File: src/dsbcd_pkg.sv
/*
 * dsbcd_pkg: shared constants, register map and carrier types of the
 * digit scan bcd output block.
 * assumes: a single 200 MHz core clock; registers reached over a 32-bit apb.
 */
package dsbcd_pkg;

   // ---------------------------------------------------------------
   // timing
   // ---------------------------------------------------------------
   localparam int unsigned CLK_FREQ_HZ = 200_000_000;     // core clock rate
   localparam int unsigned SCAN_FREQ_HZ = 2_000;          // internal scan clock, 2 kHz
   localparam int unsigned SCAN_HALF_CYCLES = CLK_FREQ_HZ / (2 * SCAN_FREQ_HZ); // half period in cycles
   localparam int unsigned SCAN_SLOT_US = 500;            // one scan period, 500 us
   localparam int unsigned SCAN_CYCLE_US = 4_000;         // one whole scan pass, about 4 ms
   localparam int unsigned NUM_SLOTS = SCAN_CYCLE_US / SCAN_SLOT_US; // slots per pass
   localparam int unsigned NUM_DIGITS = NUM_SLOTS - 1;    // the slots less slot zero
   localparam int unsigned EXT_SCAN_MAX_HZ = 1_000_000;   // fastest external scan clock
   localparam int unsigned GATE_OVF_FACTOR = 10;          // gate stretch that overflows

   // ---------------------------------------------------------------
   // widths and codes
   // ---------------------------------------------------------------
   localparam int unsigned BCD_W = 4;                     // one bcd digit, 8-4-2-1
   localparam int unsigned SLOT_W = 4;                    // slot counter width
   localparam int unsigned GATE_W = 8;                    // gate factor field width
   localparam int unsigned IRQ_W = 2;                     // interrupt sources
   localparam logic [BCD_W-1:0] BCD_ZERO = 4'h0;          // blank digit
   localparam logic [BCD_W-1:0] BCD_NINE = 4'h9;          // largest digit

   // ---------------------------------------------------------------
   // register map (byte addresses)
   // ---------------------------------------------------------------
   localparam int unsigned ADDR_W = 12;
   localparam logic [ADDR_W-1:0] CTRL_OFS = 12'h000;      // control
   localparam logic [ADDR_W-1:0] STATUS_OFS = 12'h004;    // scan state
   localparam logic [ADDR_W-1:0] IRQ_STS_OFS = 12'h008;   // sticky events, write one to clear
   localparam logic [ADDR_W-1:0] IRQ_MASK_OFS = 12'h00c;  // interrupt enables
   localparam logic [ADDR_W-1:0] DIGIT_BASE = 12'h010;    // digit 0 (msd) upward, one word each

   // control fields
   localparam int unsigned CTRL_MAN_BIT = 0;              // manual accumulate mode
   localparam int unsigned CTRL_OVFCLR_BIT = 1;           // write one: clear overflow
   localparam int unsigned CTRL_COUNT_BIT = 2;            // write one: one input count
   localparam int unsigned CTRL_GATE_LSB = 8;             // gate stretch factor
   // status fields
   localparam int unsigned STS_SLOT_LSB = 0;
   localparam int unsigned STS_OVF_BIT = 8;
   localparam int unsigned STS_EXT_BIT = 9;
   // interrupt bits
   localparam int unsigned IRQ_CYCLE_BIT = 0;             // new scan pass began
   localparam int unsigned IRQ_OVF_BIT = 1;               // overflow went high

   // ---------------------------------------------------------------
   // types
   // ---------------------------------------------------------------
   typedef struct packed {
      logic slot_zero_n;                                  // slot zero marker, low active
      logic leading_digit_pulse;                          // high during the msd slot
      logic [BCD_W-1:0] bcd;                              // 8,4,2,1 lines
   } dsbcd_scan_type;

   typedef struct packed {
      logic psel;
      logic penable;
      logic pwrite;
      logic [ADDR_W-1:0] paddr;
      logic [31:0] pwdata;
   } dsbcd_apb_req_type;

   typedef enum logic [1:0] {
      SRC_INT = 2'b01,                                    // internal 2 kHz scan clock
      SRC_EXT = 2'b10                                     // external scan clock pin
   } dsbcd_src_type;

endpackage

File: src/dsbcd_digit_mem.sv
/*
 * dsbcd_digit_mem: small digit store, one write port, one registered
 * read port.
 * assumes: write and read on the same core clock; read data one cycle late.
 */
`timescale 1ns/100ps
module dsbcd_digit_mem #(
   parameter int unsigned DEPTH = 7,
   parameter int unsigned WIDTH = 4,
   parameter int unsigned AW = 3
) (
   input wire logic core_clk,
   input wire logic rst_n,
   input wire logic wr_en,
   input wire logic [AW-1:0] wr_addr,
   input wire logic [WIDTH-1:0] wr_data,
   input wire logic [AW-1:0] rd_addr,
   output logic [WIDTH-1:0] rd_data
);

   // ---------------------------------------------------------------
   // storage
   // ---------------------------------------------------------------
   logic [WIDTH-1:0] mem [DEPTH];  // digit cells, no reset needed

   // write port
   always_ff @(posedge core_clk) begin
      if (wr_en) begin
         mem[wr_addr] <= wr_data;
      end
   end

   // registered read port, out of range reads as zero
   always_ff @(posedge core_clk or negedge rst_n) begin
      if (!rst_n) begin
         rd_data <= '0;
      end else if (32'(rd_addr) < DEPTH) begin
         rd_data <= mem[rd_addr];
      end else begin
         rd_data <= '0;
      end
   end

endmodule

File: src/dsbcd_scan_sync.sv
/*
 * dsbcd_scan_sync: brings the external scan clock and the scan clock
 * disable pin into the core domain and finds the rising scan edges.
 * assumes: both pins are asynchronous to core_clk and far slower than it.
 */
`timescale 1ns/100ps
module dsbcd_scan_sync (
   input wire logic core_clk,
   input wire logic rst_n,
   input wire logic ext_scan_clk,
   input wire logic scan_clk_dis_n,
   output logic ext_rise,
   output logic int_enable
);

   // ---------------------------------------------------------------
   // two-stage synchronisers
   // ---------------------------------------------------------------
   logic [1:0] clk_sync;  // clk_sync[0] only feeds clk_sync[1]
   logic [1:0] dis_sync;  // dis_sync[0] only feeds dis_sync[1]
   logic clk_last;        // previous synced clock level

   // shift the pins in; reset as if the internal clock were enabled
   always_ff @(posedge core_clk or negedge rst_n) begin
      if (!rst_n) begin
         clk_sync <= 2'h0;
         dis_sync <= 2'h3;
      end else begin
         clk_sync <= {clk_sync[0], ext_scan_clk};
         dis_sync <= {dis_sync[0], scan_clk_dis_n};
      end
   end

   // edge finder works on the second stage only
   always_ff @(posedge core_clk or negedge rst_n) begin
      if (!rst_n) begin
         clk_last <= 1'b0;
         ext_rise <= 1'b0;
         int_enable <= 1'b1;
      end else begin
         clk_last <= clk_sync[1];
         ext_rise <= clk_sync[1] & ~clk_last;
         int_enable <= dis_sync[1];
      end
   end

endmodule

File: src/dsbcd_top.sv
/*
 * dsbcd_top: multiplexed digit scan output with bcd lines, slot zero and
 * leading digit markers, overflow flag, apb registers and one interrupt.
 * assumes: apb master in the core clock domain; scan pins asynchronous.
 */
// Function
// - internal 2 kHz scan clock while enabled
// - digits msd first, step on rising edge
// - bcd lines held one scan period
// - every marker lasts one scan period
// - full pass about 4 ms internally
// - disable low selects external scan clock
// - slot timing scales with external period
// - low slot zero marker once per pass
// - slot zero directly precedes the msd
// - high leading pulse during msd slot
// - overflow on count after all nines
// - overflow on gate stretch of ten
// - overflow output follows overflow indicator
// - positive logic bcd lines 8-4-2-1
`timescale 1ns/100ps
module dsbcd_top #(
   parameter int unsigned SCAN_HALF = dsbcd_pkg::SCAN_HALF_CYCLES,
   parameter int unsigned DIGITS = dsbcd_pkg::NUM_DIGITS
) (
   input wire logic core_clk,
   input wire logic rst_n,
   input wire dsbcd_pkg::dsbcd_apb_req_type apb_req,
   output logic pready,
   output logic [31:0] prdata,
   output logic pslverr,
   input wire logic ext_scan_clk,
   input wire logic scan_clk_dis_n,
   output logic scan_clk_out,
   output dsbcd_pkg::dsbcd_scan_type scan_out,
   output logic overflow_out,
   output logic overflow_lamp,
   output logic irq
);
   import dsbcd_pkg::*;

   localparam int unsigned DIG_AW = $clog2(DIGITS);        // digit address width
   localparam int unsigned DIV_W = $clog2(SCAN_HALF + 1);  // divider width
   localparam logic [DIV_W-1:0] DIV_LAST = DIV_W'(SCAN_HALF - 1);
   localparam logic [SLOT_W-1:0] SLOT_LAST = SLOT_W'(DIGITS); // least significant digit slot
   localparam logic [SLOT_W-1:0] SLOT_MSD = 4'h1;          // leading digit slot
   localparam logic [SLOT_W-1:0] SLOT_ZERO = 4'h0;         // slot zero marker slot

   // ---------------------------------------------------------------
   // functions
   // ---------------------------------------------------------------
   // true when the address hits a digit word
   function automatic logic digit_hit(input logic [ADDR_W-1:0] a);
      logic [ADDR_W-1:0] rel;
      rel = a - DIGIT_BASE;
      digit_hit = (a >= DIGIT_BASE) && (a[1:0] == 2'h0) && (32'(rel[ADDR_W-1:2]) < DIGITS);
   endfunction

   // digit index of a digit word address
   function automatic logic [DIG_AW-1:0] digit_index(input logic [ADDR_W-1:0] a);
      logic [ADDR_W-1:0] rel;
      rel = a - DIGIT_BASE;
      digit_index = rel[DIG_AW+1:2];
   endfunction

   // ---------------------------------------------------------------
   // state
   // ---------------------------------------------------------------
   dsbcd_src_type src;                 // active scan clock source
   dsbcd_src_type next_src;
   logic [DIV_W-1:0] div_cnt;          // internal half period counter
   logic [SLOT_W-1:0] slot;            // current slot, zero is the marker slot
   logic [1:0] step_d;                 // step delayed while digit is fetched
   logic man_mode;                     // manual accumulate mode
   logic [GATE_W-1:0] gate_factor;     // gate stretch factor
   logic overflow;                     // overflow indicator
   logic [DIGITS-1:0] nine_mask;       // digit holds a nine
   logic [IRQ_W-1:0] irq_sts;          // sticky events
   logic [IRQ_W-1:0] irq_mask;         // event enables
   logic ext_rise;                     // synced external rising edge
   logic int_enable;                   // synced disable pin, high keeps internal clock
   logic [BCD_W-1:0] mem_rd;           // fetched digit

   // ---------------------------------------------------------------
   // pin synchroniser
   // ---------------------------------------------------------------
   dsbcd_scan_sync u_sync (
      .core_clk(core_clk),
      .rst_n(rst_n),
      .ext_scan_clk(ext_scan_clk),
      .scan_clk_dis_n(scan_clk_dis_n),
      .ext_rise(ext_rise),
      .int_enable(int_enable)
   );

   // ---------------------------------------------------------------
   // apb decode
   // ---------------------------------------------------------------
   wire apb_access = apb_req.psel & apb_req.penable;          // access phase
   wire apb_fire = apb_access & pready;                       // completing edge
   wire apb_wr = apb_fire & apb_req.pwrite;                   // write takes effect
   wire hit_ctrl = apb_req.paddr == CTRL_OFS;
   wire hit_status = apb_req.paddr == STATUS_OFS;
   wire hit_ists = apb_req.paddr == IRQ_STS_OFS;
   wire hit_imask = apb_req.paddr == IRQ_MASK_OFS;
   wire hit_digit = digit_hit(apb_req.paddr);
   wire hit_any = hit_ctrl | hit_status | hit_ists | hit_imask | hit_digit;
   wire wr_ctrl = apb_wr & hit_ctrl;
   wire wr_ists = apb_wr & hit_ists;
   wire wr_imask = apb_wr & hit_imask;
   wire wr_digit = apb_wr & hit_digit;
   wire [DIG_AW-1:0] wr_digit_idx = digit_index(apb_req.paddr);
   wire [BCD_W-1:0] wr_digit_val = apb_req.pwdata[BCD_W-1:0];

   // read views
   wire [31:0] ctrl_view = {16'h0000, gate_factor, 7'h00, man_mode};
   wire [31:0] status_view = {22'h000000, src == SRC_EXT, overflow, 4'h0, slot};
   wire [31:0] ists_view = {30'h00000000, irq_sts};
   wire [31:0] imask_view = {30'h00000000, irq_mask};
   wire [31:0] rd_view = hit_ctrl ? ctrl_view :
                         hit_status ? status_view :
                         hit_ists ? ists_view :
                         hit_imask ? imask_view : 32'h00000000;

   // one wait state, then answer from registers
   always_ff @(posedge core_clk or negedge rst_n) begin
      if (!rst_n) begin
         pready <= 1'b0;
         prdata <= 32'h00000000;
         pslverr <= 1'b0;
      end else begin
         pready <= apb_access & ~pready;
         prdata <= (apb_access & ~pready & ~apb_req.pwrite) ? rd_view : 32'h00000000;
         pslverr <= apb_access & ~pready & ~hit_any;
      end
   end

   // ---------------------------------------------------------------
   // scan clock source
   // ---------------------------------------------------------------
   // disable pin picks source
   always_comb begin
      next_src = src;
      unique case (src)
         SRC_INT: if (!int_enable) next_src = SRC_EXT;
         SRC_EXT: if (int_enable) next_src = SRC_INT;
         default: next_src = SRC_INT;
      endcase
   end

   always_ff @(posedge core_clk or negedge rst_n) begin
      if (!rst_n) begin
         src <= SRC_INT;
      end else begin
         src <= next_src;
      end
   end

   // internal square wave, stops low under an external clock
   wire div_wrap = (src == SRC_INT) && (div_cnt == DIV_LAST);
   wire int_tick = div_wrap & ~scan_clk_out;                   // internal rising edge
   wire step = (src == SRC_INT) ? int_tick : ext_rise;

   always_ff @(posedge core_clk or negedge rst_n) begin
      if (!rst_n) begin
         div_cnt <= '0;
         scan_clk_out <= 1'b0;
      end else if (src != SRC_INT) begin
         div_cnt <= '0;
         scan_clk_out <= 1'b0;
      end else if (div_wrap) begin
         div_cnt <= '0;
         scan_clk_out <= ~scan_clk_out;
      end else begin
         div_cnt <= div_cnt + 1'b1;
      end
   end

   // ---------------------------------------------------------------
   // digit sequencer
   // ---------------------------------------------------------------
   // eight slot pass
   wire [SLOT_W-1:0] next_slot = (slot == SLOT_LAST) ? SLOT_ZERO : slot + 1'b1;
   wire [SLOT_W-1:0] slot_m1 = slot - 1'b1;
   wire [DIG_AW-1:0] rd_idx = slot_m1[DIG_AW-1:0];
   wire load = step_d[1];                                    // digit fetched, update pins
   wire cycle_evt = step & (slot == SLOT_LAST);              // next slot is slot zero

   always_ff @(posedge core_clk or negedge rst_n) begin
      if (!rst_n) begin
         // start in the lsd slot so the first step shows the marker
         slot <= SLOT_LAST;
         step_d <= 2'h0;
      end else begin
         step_d <= {step_d[0], step};
         if (step) begin
            slot <= next_slot;
         end
      end
   end

   dsbcd_digit_mem #(
      .DEPTH(DIGITS),
      .WIDTH(BCD_W),
      .AW(DIG_AW)
   ) u_mem (
      .core_clk(core_clk),
      .rst_n(rst_n),
      .wr_en(wr_digit),
      .wr_addr(wr_digit_idx),
      .wr_data(wr_digit_val),
      .rd_addr(rd_idx),
      .rd_data(mem_rd)
   );

   always_ff @(posedge core_clk or negedge rst_n) begin
      if (!rst_n) begin
         scan_out.slot_zero_n <= 1'b1;
         scan_out.leading_digit_pulse <= 1'b0;
         scan_out.bcd <= BCD_ZERO;
      end else if (load) begin
         scan_out.slot_zero_n <= slot != SLOT_ZERO;
         scan_out.leading_digit_pulse <= slot == SLOT_MSD;
         scan_out.bcd <= (slot == SLOT_ZERO) ? BCD_ZERO : mem_rd;
      end
   end

   // ---------------------------------------------------------------
   // control and overflow
   // ---------------------------------------------------------------
   wire all_nines = &nine_mask;
   wire ovf_count = wr_ctrl & apb_req.pwdata[CTRL_COUNT_BIT] & man_mode & all_nines;
   wire ovf_gate = ~man_mode & (32'(gate_factor) >= GATE_OVF_FACTOR);
   wire ovf_set = ovf_count | ovf_gate;
   wire ovf_clr = wr_ctrl & apb_req.pwdata[CTRL_OVFCLR_BIT];

   always_ff @(posedge core_clk or negedge rst_n) begin
      if (!rst_n) begin
         man_mode <= 1'b0;
         gate_factor <= '0;
      end else if (wr_ctrl) begin
         man_mode <= apb_req.pwdata[CTRL_MAN_BIT];
         gate_factor <= apb_req.pwdata[CTRL_GATE_LSB +: GATE_W];
      end
   end

   // track which digits hold a nine
   genvar gi;
   generate
      for (gi = 0; gi < DIGITS; gi++) begin : g_nine
         always_ff @(posedge core_clk or negedge rst_n) begin
            if (!rst_n) begin
               nine_mask[gi] <= 1'b0;
            end else if (wr_digit && (32'(wr_digit_idx) == gi)) begin
               nine_mask[gi] <= wr_digit_val == BCD_NINE;
            end
         end
      end
   endgenerate

   // output and indicator together; set beats clear
   always_ff @(posedge core_clk or negedge rst_n) begin
      if (!rst_n) begin
         overflow <= 1'b0;
         overflow_out <= 1'b0;
         overflow_lamp <= 1'b0;
      end else begin
         overflow <= ovf_set | (overflow & ~ovf_clr);
         overflow_out <= ovf_set | (overflow & ~ovf_clr);
         overflow_lamp <= ovf_set | (overflow & ~ovf_clr);
      end
   end

   // ---------------------------------------------------------------
   // interrupts
   // ---------------------------------------------------------------
   wire [IRQ_W-1:0] irq_set = {ovf_set & ~overflow, cycle_evt};
   wire [IRQ_W-1:0] irq_clr = wr_ists ? apb_req.pwdata[IRQ_W-1:0] : '0;

   // sticky events, a new event wins over a clear
   always_ff @(posedge core_clk or negedge rst_n) begin
      if (!rst_n) begin
         irq_sts <= '0;
         irq_mask <= '0;
         irq <= 1'b0;
      end else begin
         irq_sts <= irq_set | (irq_sts & ~irq_clr);
         if (wr_imask) begin
            irq_mask <= apb_req.pwdata[IRQ_W-1:0];
         end
         irq <= |(irq_sts & irq_mask);
      end
   end

   // ---------------------------------------------------------------
   // checks
   // ---------------------------------------------------------------
   AST_INT_TOGGLE: assert property (@(posedge core_clk) disable iff (!rst_n)
      div_wrap |=> scan_clk_out != $past(scan_clk_out))
      else $error("internal scan clock did not toggle at divider wrap");

   AST_EXT_QUIET: assert property (@(posedge core_clk) disable iff (!rst_n)
      src == SRC_EXT |=> !scan_clk_out && !$rose(div_cnt[0]))
      else $error("internal scan clock ran while disabled");

   AST_SLOT_ORDER: assert property (@(posedge core_clk) disable iff (!rst_n)
      step && slot != SLOT_LAST |=> slot == $past(slot) + 4'h1)
      else $error("slot did not advance by one");

   AST_SLOT_WRAP: assert property (@(posedge core_clk) disable iff (!rst_n)
      step && slot == SLOT_LAST |=> slot == SLOT_ZERO)
      else $error("slot did not wrap to slot zero");

   AST_HOLD: assert property (@(posedge core_clk) disable iff (!rst_n)
      !load |=> $stable(scan_out))
      else $error("scan pins changed inside a slot");

   AST_LOAD_LAG: assert property (@(posedge core_clk) disable iff (!rst_n)
      step |-> ##2 load)
      else $error("pins not updated two cycles after the step");

   AST_ZERO_FIRST: assert property (@(posedge core_clk) disable iff (!rst_n)
      $rose(scan_out.leading_digit_pulse) |-> $past(scan_out.slot_zero_n) == 1'b0)
      else $error("leading pulse not preceded by slot zero");

   AST_MARK_APART: assert property (@(posedge core_clk) disable iff (!rst_n)
      !(scan_out.leading_digit_pulse && !scan_out.slot_zero_n))
      else $error("markers overlap");

   AST_OVF_CAUSE: assert property (@(posedge core_clk) disable iff (!rst_n)
      $rose(overflow_out) |-> $past(ovf_count || ovf_gate))
      else $error("overflow rose without a cause");

   AST_OVF_LAMP: assert property (@(posedge core_clk) disable iff (!rst_n)
      ovf_gate |=> overflow_out && overflow_lamp)
      else $error("overflow output or indicator missed gate overflow");

endmodule

File: config.mk
export PLATFORM = sky130hd
export DESIGN_NAME = dsbcd_top
export DESIGN_NICKNAME = d
export VERILOG_FILES = /design/src/dsbcd_pkg.sv /design/src/dsbcd_digit_mem.sv /design/src/dsbcd_scan_sync.sv /design/src/dsbcd_top.sv
export SDC_FILE = /design/constraint.sdc
export NUM_CORES = 1
export LEC_CHECK = 0
export ABC_AREA = 1
export BUFFER_PORTS_ARGS = -buffer_cell sky130_fd_sc_hd__buf_2
export CORE_UTILIZATION = 30
export CTS_CLUSTER_DIAMETER = 150
export DETAILED_ROUTE_END_ITERATION = 16
export PLACE_DENSITY_LB_ADDON = 0.12
export SLEW_MARGIN = 15
export SYNTH_ARGS = -nofsm -noshare
export SYNTH_HDL_FRONTEND = slang
export SYNTH_SLANG_ARGS = --single-unit
File: constraint.sdc
create_clock -name core_clk -period 2.5 [get_ports core_clk]
set_clock_uncertainty 0.1 [all_clocks]
set_input_delay 0.125 -clock core_clk [delete_from_list [all_inputs] [get_ports core_clk]]
set_output_delay 0.125 -clock core_clk [all_outputs]
set_load 0.02 [all_outputs]
==> parameters.txt <==
Parameter                              Value

Clock network
  Maximum count of clock buffers along a single path ... 2
  Root Driver ... clkbuf_16
  Number of setup buffers added after CTS ... 0
  Count of H-tree levels built during CTS ... 3
  Clock latency on the worst-skew pair ... 350 ps
  TritonCTS Buffers ... 9
  Clock sink count ... 106
  Clock tree from TritonCTS ... done
  Clock slew seen by the registers of the worst setup and hold paths ... 70 ps

Logic synthesis
  Sequential fraction of the synthesis area ... 57.2%
  Number of synthesized register bits ... 106
  Async set-or-reset flop fraction in the synthesized netlist ... 73.6%
  Number of distinct library cells after synthesis ... 40
  Count of flip-flops with a built-in enable after synthesis ... 28
  Most used DFF post-synth ... dfrtp_1
  Number of instances in the synthesized netlist ... 525
  Number of synthesis warnings ... 0
  Synthesized cell area ... 0.00490 sq mm
  Post-synthesis area per instance ... 9.33 sq um

Finish
  Antenna cells ... 0
  Commonest cells after routing, fill and taps aside ... 115 x nand2_1, 70 x dfrtp_1, 60 x inv_1, 53 x buf_2, 49 x nand3_1
  # nets final ... 655
  Non-filler cells in the finished layout ... 819
  Core Util, Final ... 36.3%
  Fraction of final layout cells with drive strength greater than 1 ... 17.6%
  Total of fill cells in the finished design ... 1690
  Area growth syn-to-layout ... 17.9%
  Commonest non-fill, non-tap cell in the layout ... nand2_1

STA
  Shortest clock period the worst path allows after layout ... 2040 ps
  Measured slew at the worst slew-check pin ... 727 ps
  Worst hold slack across all endpoints ... 21.3 ps
  Final-report hold violation count ... 0
  Period utilization ... 81.5%
  F_max ... 0.491 GHz
  Headroom to the max-slew limit ... 51.2%
  Setup total negative slack ... 0 ps
  Max-slew violation total from the final report ... 0
  Setup repair after global routing missed its margin ... no
  Final setup violating endpoints ... 0

Critical path
  Arrival time of the worst setup path ... 2210 ps
  Endpoint of the lowest-slack register-to-register path ... u_mem.rd_data[2]$_DFF_PN0_
  Worst-path cell chain ... inv_1, ha_1, inv_1, o21ai_0, o22ai_1, nand2_1, a21oi_1
  Startpoint-to-endpoint class of the critical path ... reg -> reg
  Cell repeated most along the worst path ... inv_1
  R2R Path Start ... slot[1]$_DFFE_PN1P_
  Reg-to-reg slack, setup ... 460 ps
  Crit. End Element ... flop
  Family with the most delay on the worst path ... flip-flops
  Largest stage delay on the critical path ... 560 ps
  Worst reg-to-reg path cell count ... 7
  Required arrival time at the worst endpoint ... 2670 ps
  Type of element launching the critical path ... flop
  Largest fanout on the critical path ... 14
  Slowest stage cell, crit path ... dfstp_2
  Buffers plus inverters on the worst setup path ... 2

Pwr
  Total Power ... 4.47 mW
  Switching Share ... 31.3%
  Static leakage ... 2.75 nW
  Pwr Density ... 775 mW/mm^2
  Part of the total power dissipated in sequential elements ... 45.1%
  Int Power ... 3.07 mW
  Combinational Power Share ... 23.1%
  Clock network fraction of total power ... 31.7%
  Worst voltage drop across the vdd grid ... 388 uV
  Net switching power ... 1.40 mW

Drt
  Via Count ... 3553
  WL/cell ... 12.5 microns
  Routed Antenna Nets ... 0
  Drt via density ... 4.34
  Number of remaining DRC errors ... 0
  Total routed wirelength ... 10300 microns
  DR pass1 iterations ... 5
  DR iter-0 viols ... 162

Die
  Die Y-Extent ... 130 microns
  Standard-cell rows ... 46
  Number of ports placed on the die boundary ... 95
  Total die area ... 0.0168 sq mm
  Die W ... 130 microns
  Placeable core area ... 0.0159 sq mm
  Initial core utilization ... 30.8%

Run
  Max-cap violation count ... 0

Global route
  GRT Residual Overflow ... 0
  Global-route total usage across every layer ... 13.5%
  Wire length of the first global-routing pass ... 17300 microns
  Largest net degree at the start of global routing ... 48
  Via count of the first global-routing pass ... 3540
  Number of antenna violations at the first check in global routing ... 0

Placement
  Cells after DPL ... 788
  DP Wirelength ... 7540 microns
  Final weighted congestion in routability-driven placement ... 0.815
  Port bufs ... 54

Min path
  Hold crit path type ... in -> reg
  Min-Delay Path Depth ... 3
  Launch instance of the worst min-delay path ... apb_req[36]
  Endpoint, Worst Hold ... nine_mask[2]$_DFFE_PN0P_

Status
  Outcome ... complete, no violations
==> repair_timing <==
item / CTS / global route
resized for setup: 0 / 0
endpoints found under the hold margin: 65 / 0
hold buffers: 15 / 0
==> tightest hold or removal path, stage by stage <==
cell and delay [ps]:
buf_2 160, nand4_1 100, nand2_1 40
==> how the worst max path moves through the flow <==
stage                   startpoint                         end  cells after the start
6_report       slot[1]$_DFFE_PN1P_  u_mem.rd_data[2]$_DFF_PN0_                      7
5_1_grt        slot[1]$_DFFE_PN1P_  u_mem.rd_data[2]$_DFF_PN0_                      7
4_1_cts        slot[1]$_DFFE_PN1P_  u_mem.rd_data[2]$_DFF_PN0_                      7
3_5_place_dp           apb_req[36]   u_mem.mem[0][1]$_DFFE_PP_                     11
3_3_place_gp           apb_req[36]   u_mem.mem[0][1]$_DFFE_PP_                     11
2_1_floorplan  slot[0]$_DFFE_PN1P_  u_mem.rd_data[0]$_DFF_PN0_                      8
==> metal layers <==
layer	track usage [%]	wire, microns
met1	17.8	5010
met2	21.5	4650
met3	3.49	487
met4	4.31	125
met5	0	0
==> power groups by stage <==
| stage | logic (mW) | clock network (mW) | registers (mW) |
|---|---|---|---|
| floorplan | 0.704 | 0 | 2.09 |
| global placement | 1.03 | 0 | 2.05 |
| detailed placement | 1.04 | 0 | 2.06 |
| CTS | 1.06 | 1.48 | 2.02 |
| global route | 1.20 | 1.54 | 2.04 |
| finish | 1.04 | 1.42 | 2.02 |
==> cells in the mapped netlist (2+ instances only) <==
library cell	count	area (sq um)
and2_1	2	12.5
nand2_2	5	31.3
xor2_1	6	52.6
inv_2	4	15.0
dfrtp_1	70	1750
o21ai_0	18	90.1
a21oi_1	9	45.0
nor2_4	3	33.8
edfxtp_1	28	841
nand3_1	49	245
ha_1	6	75.1
nor2_2	6	37.5
nand2_1	115	432
o21ai_1	2	10.0
buf_2	4	20.0
nand4_1	20	125
inv_1	60	225
clkbuf_1	2	7.51
nor2_1	48	180
xnor2_1	3	26.3
dfstp_2	8	210
nor3_1	14	70.1
buf_6	2	22.5
a211oi_1	4	30.0
buf_4	22	165
==> kinds of logic after synthesis <==
logic type / Yosys count / share of synthesized area [%]
other cells: 1 / 0.0766
buf+inv: 95 / 9.40
fa+ha+maj: 6 / 1.53
simple gates: 270 / 25.7
compound gates: 37 / 4.22
flops: 106 / 57.2
mux: 1 / 0.230
xor+xnor: 9 / 1.61
==> per-stage QoR <==
step           worst slack (ps)  instance area, sq um
2_1_floorplan               498                  4970
6_report                    463                  5770
3_5_place_dp                365                  5330
4_1_cts                     421                  5770
3_3_place_gp                403                  5330
5_1_grt                     290                  5770
==> sequential cells by signal (all words and copies together), names as in the netlist <==
register,flops
u_mem.mem,28
div_cnt,16
prdata,12
gate_factor,8
nine_mask,7
scan_out,6
slot,4
u_mem.rd_data,4
irq_mask,2
irq_sts,2
src,2
step_d,2
u_sync.clk_sync,2
u_sync.dis_sync,2
irq,1
man_mode,1
overflow_lamp,1
pready,1
pslverr,1
scan_clk_out,1
u_sync.clk_last,1
u_sync.ext_rise,1
u_sync.int_enable,1
==> cell type report <==
type / instances / area [sq um] / area share, %
clock buffer: 11 / 233 / 4.03
clock inverter: 5 / 61.3 / 1.06
inverter: 64 / 240 / 4.16
multi-input combinational: 343 / 1710 / 29.5
sequential: 106 / 2800 / 48.5
tap: 216 / 270 / 4.68
timing repair buffer: 74 / 460 / 7.98
Power figures use the tool's default switching activity.
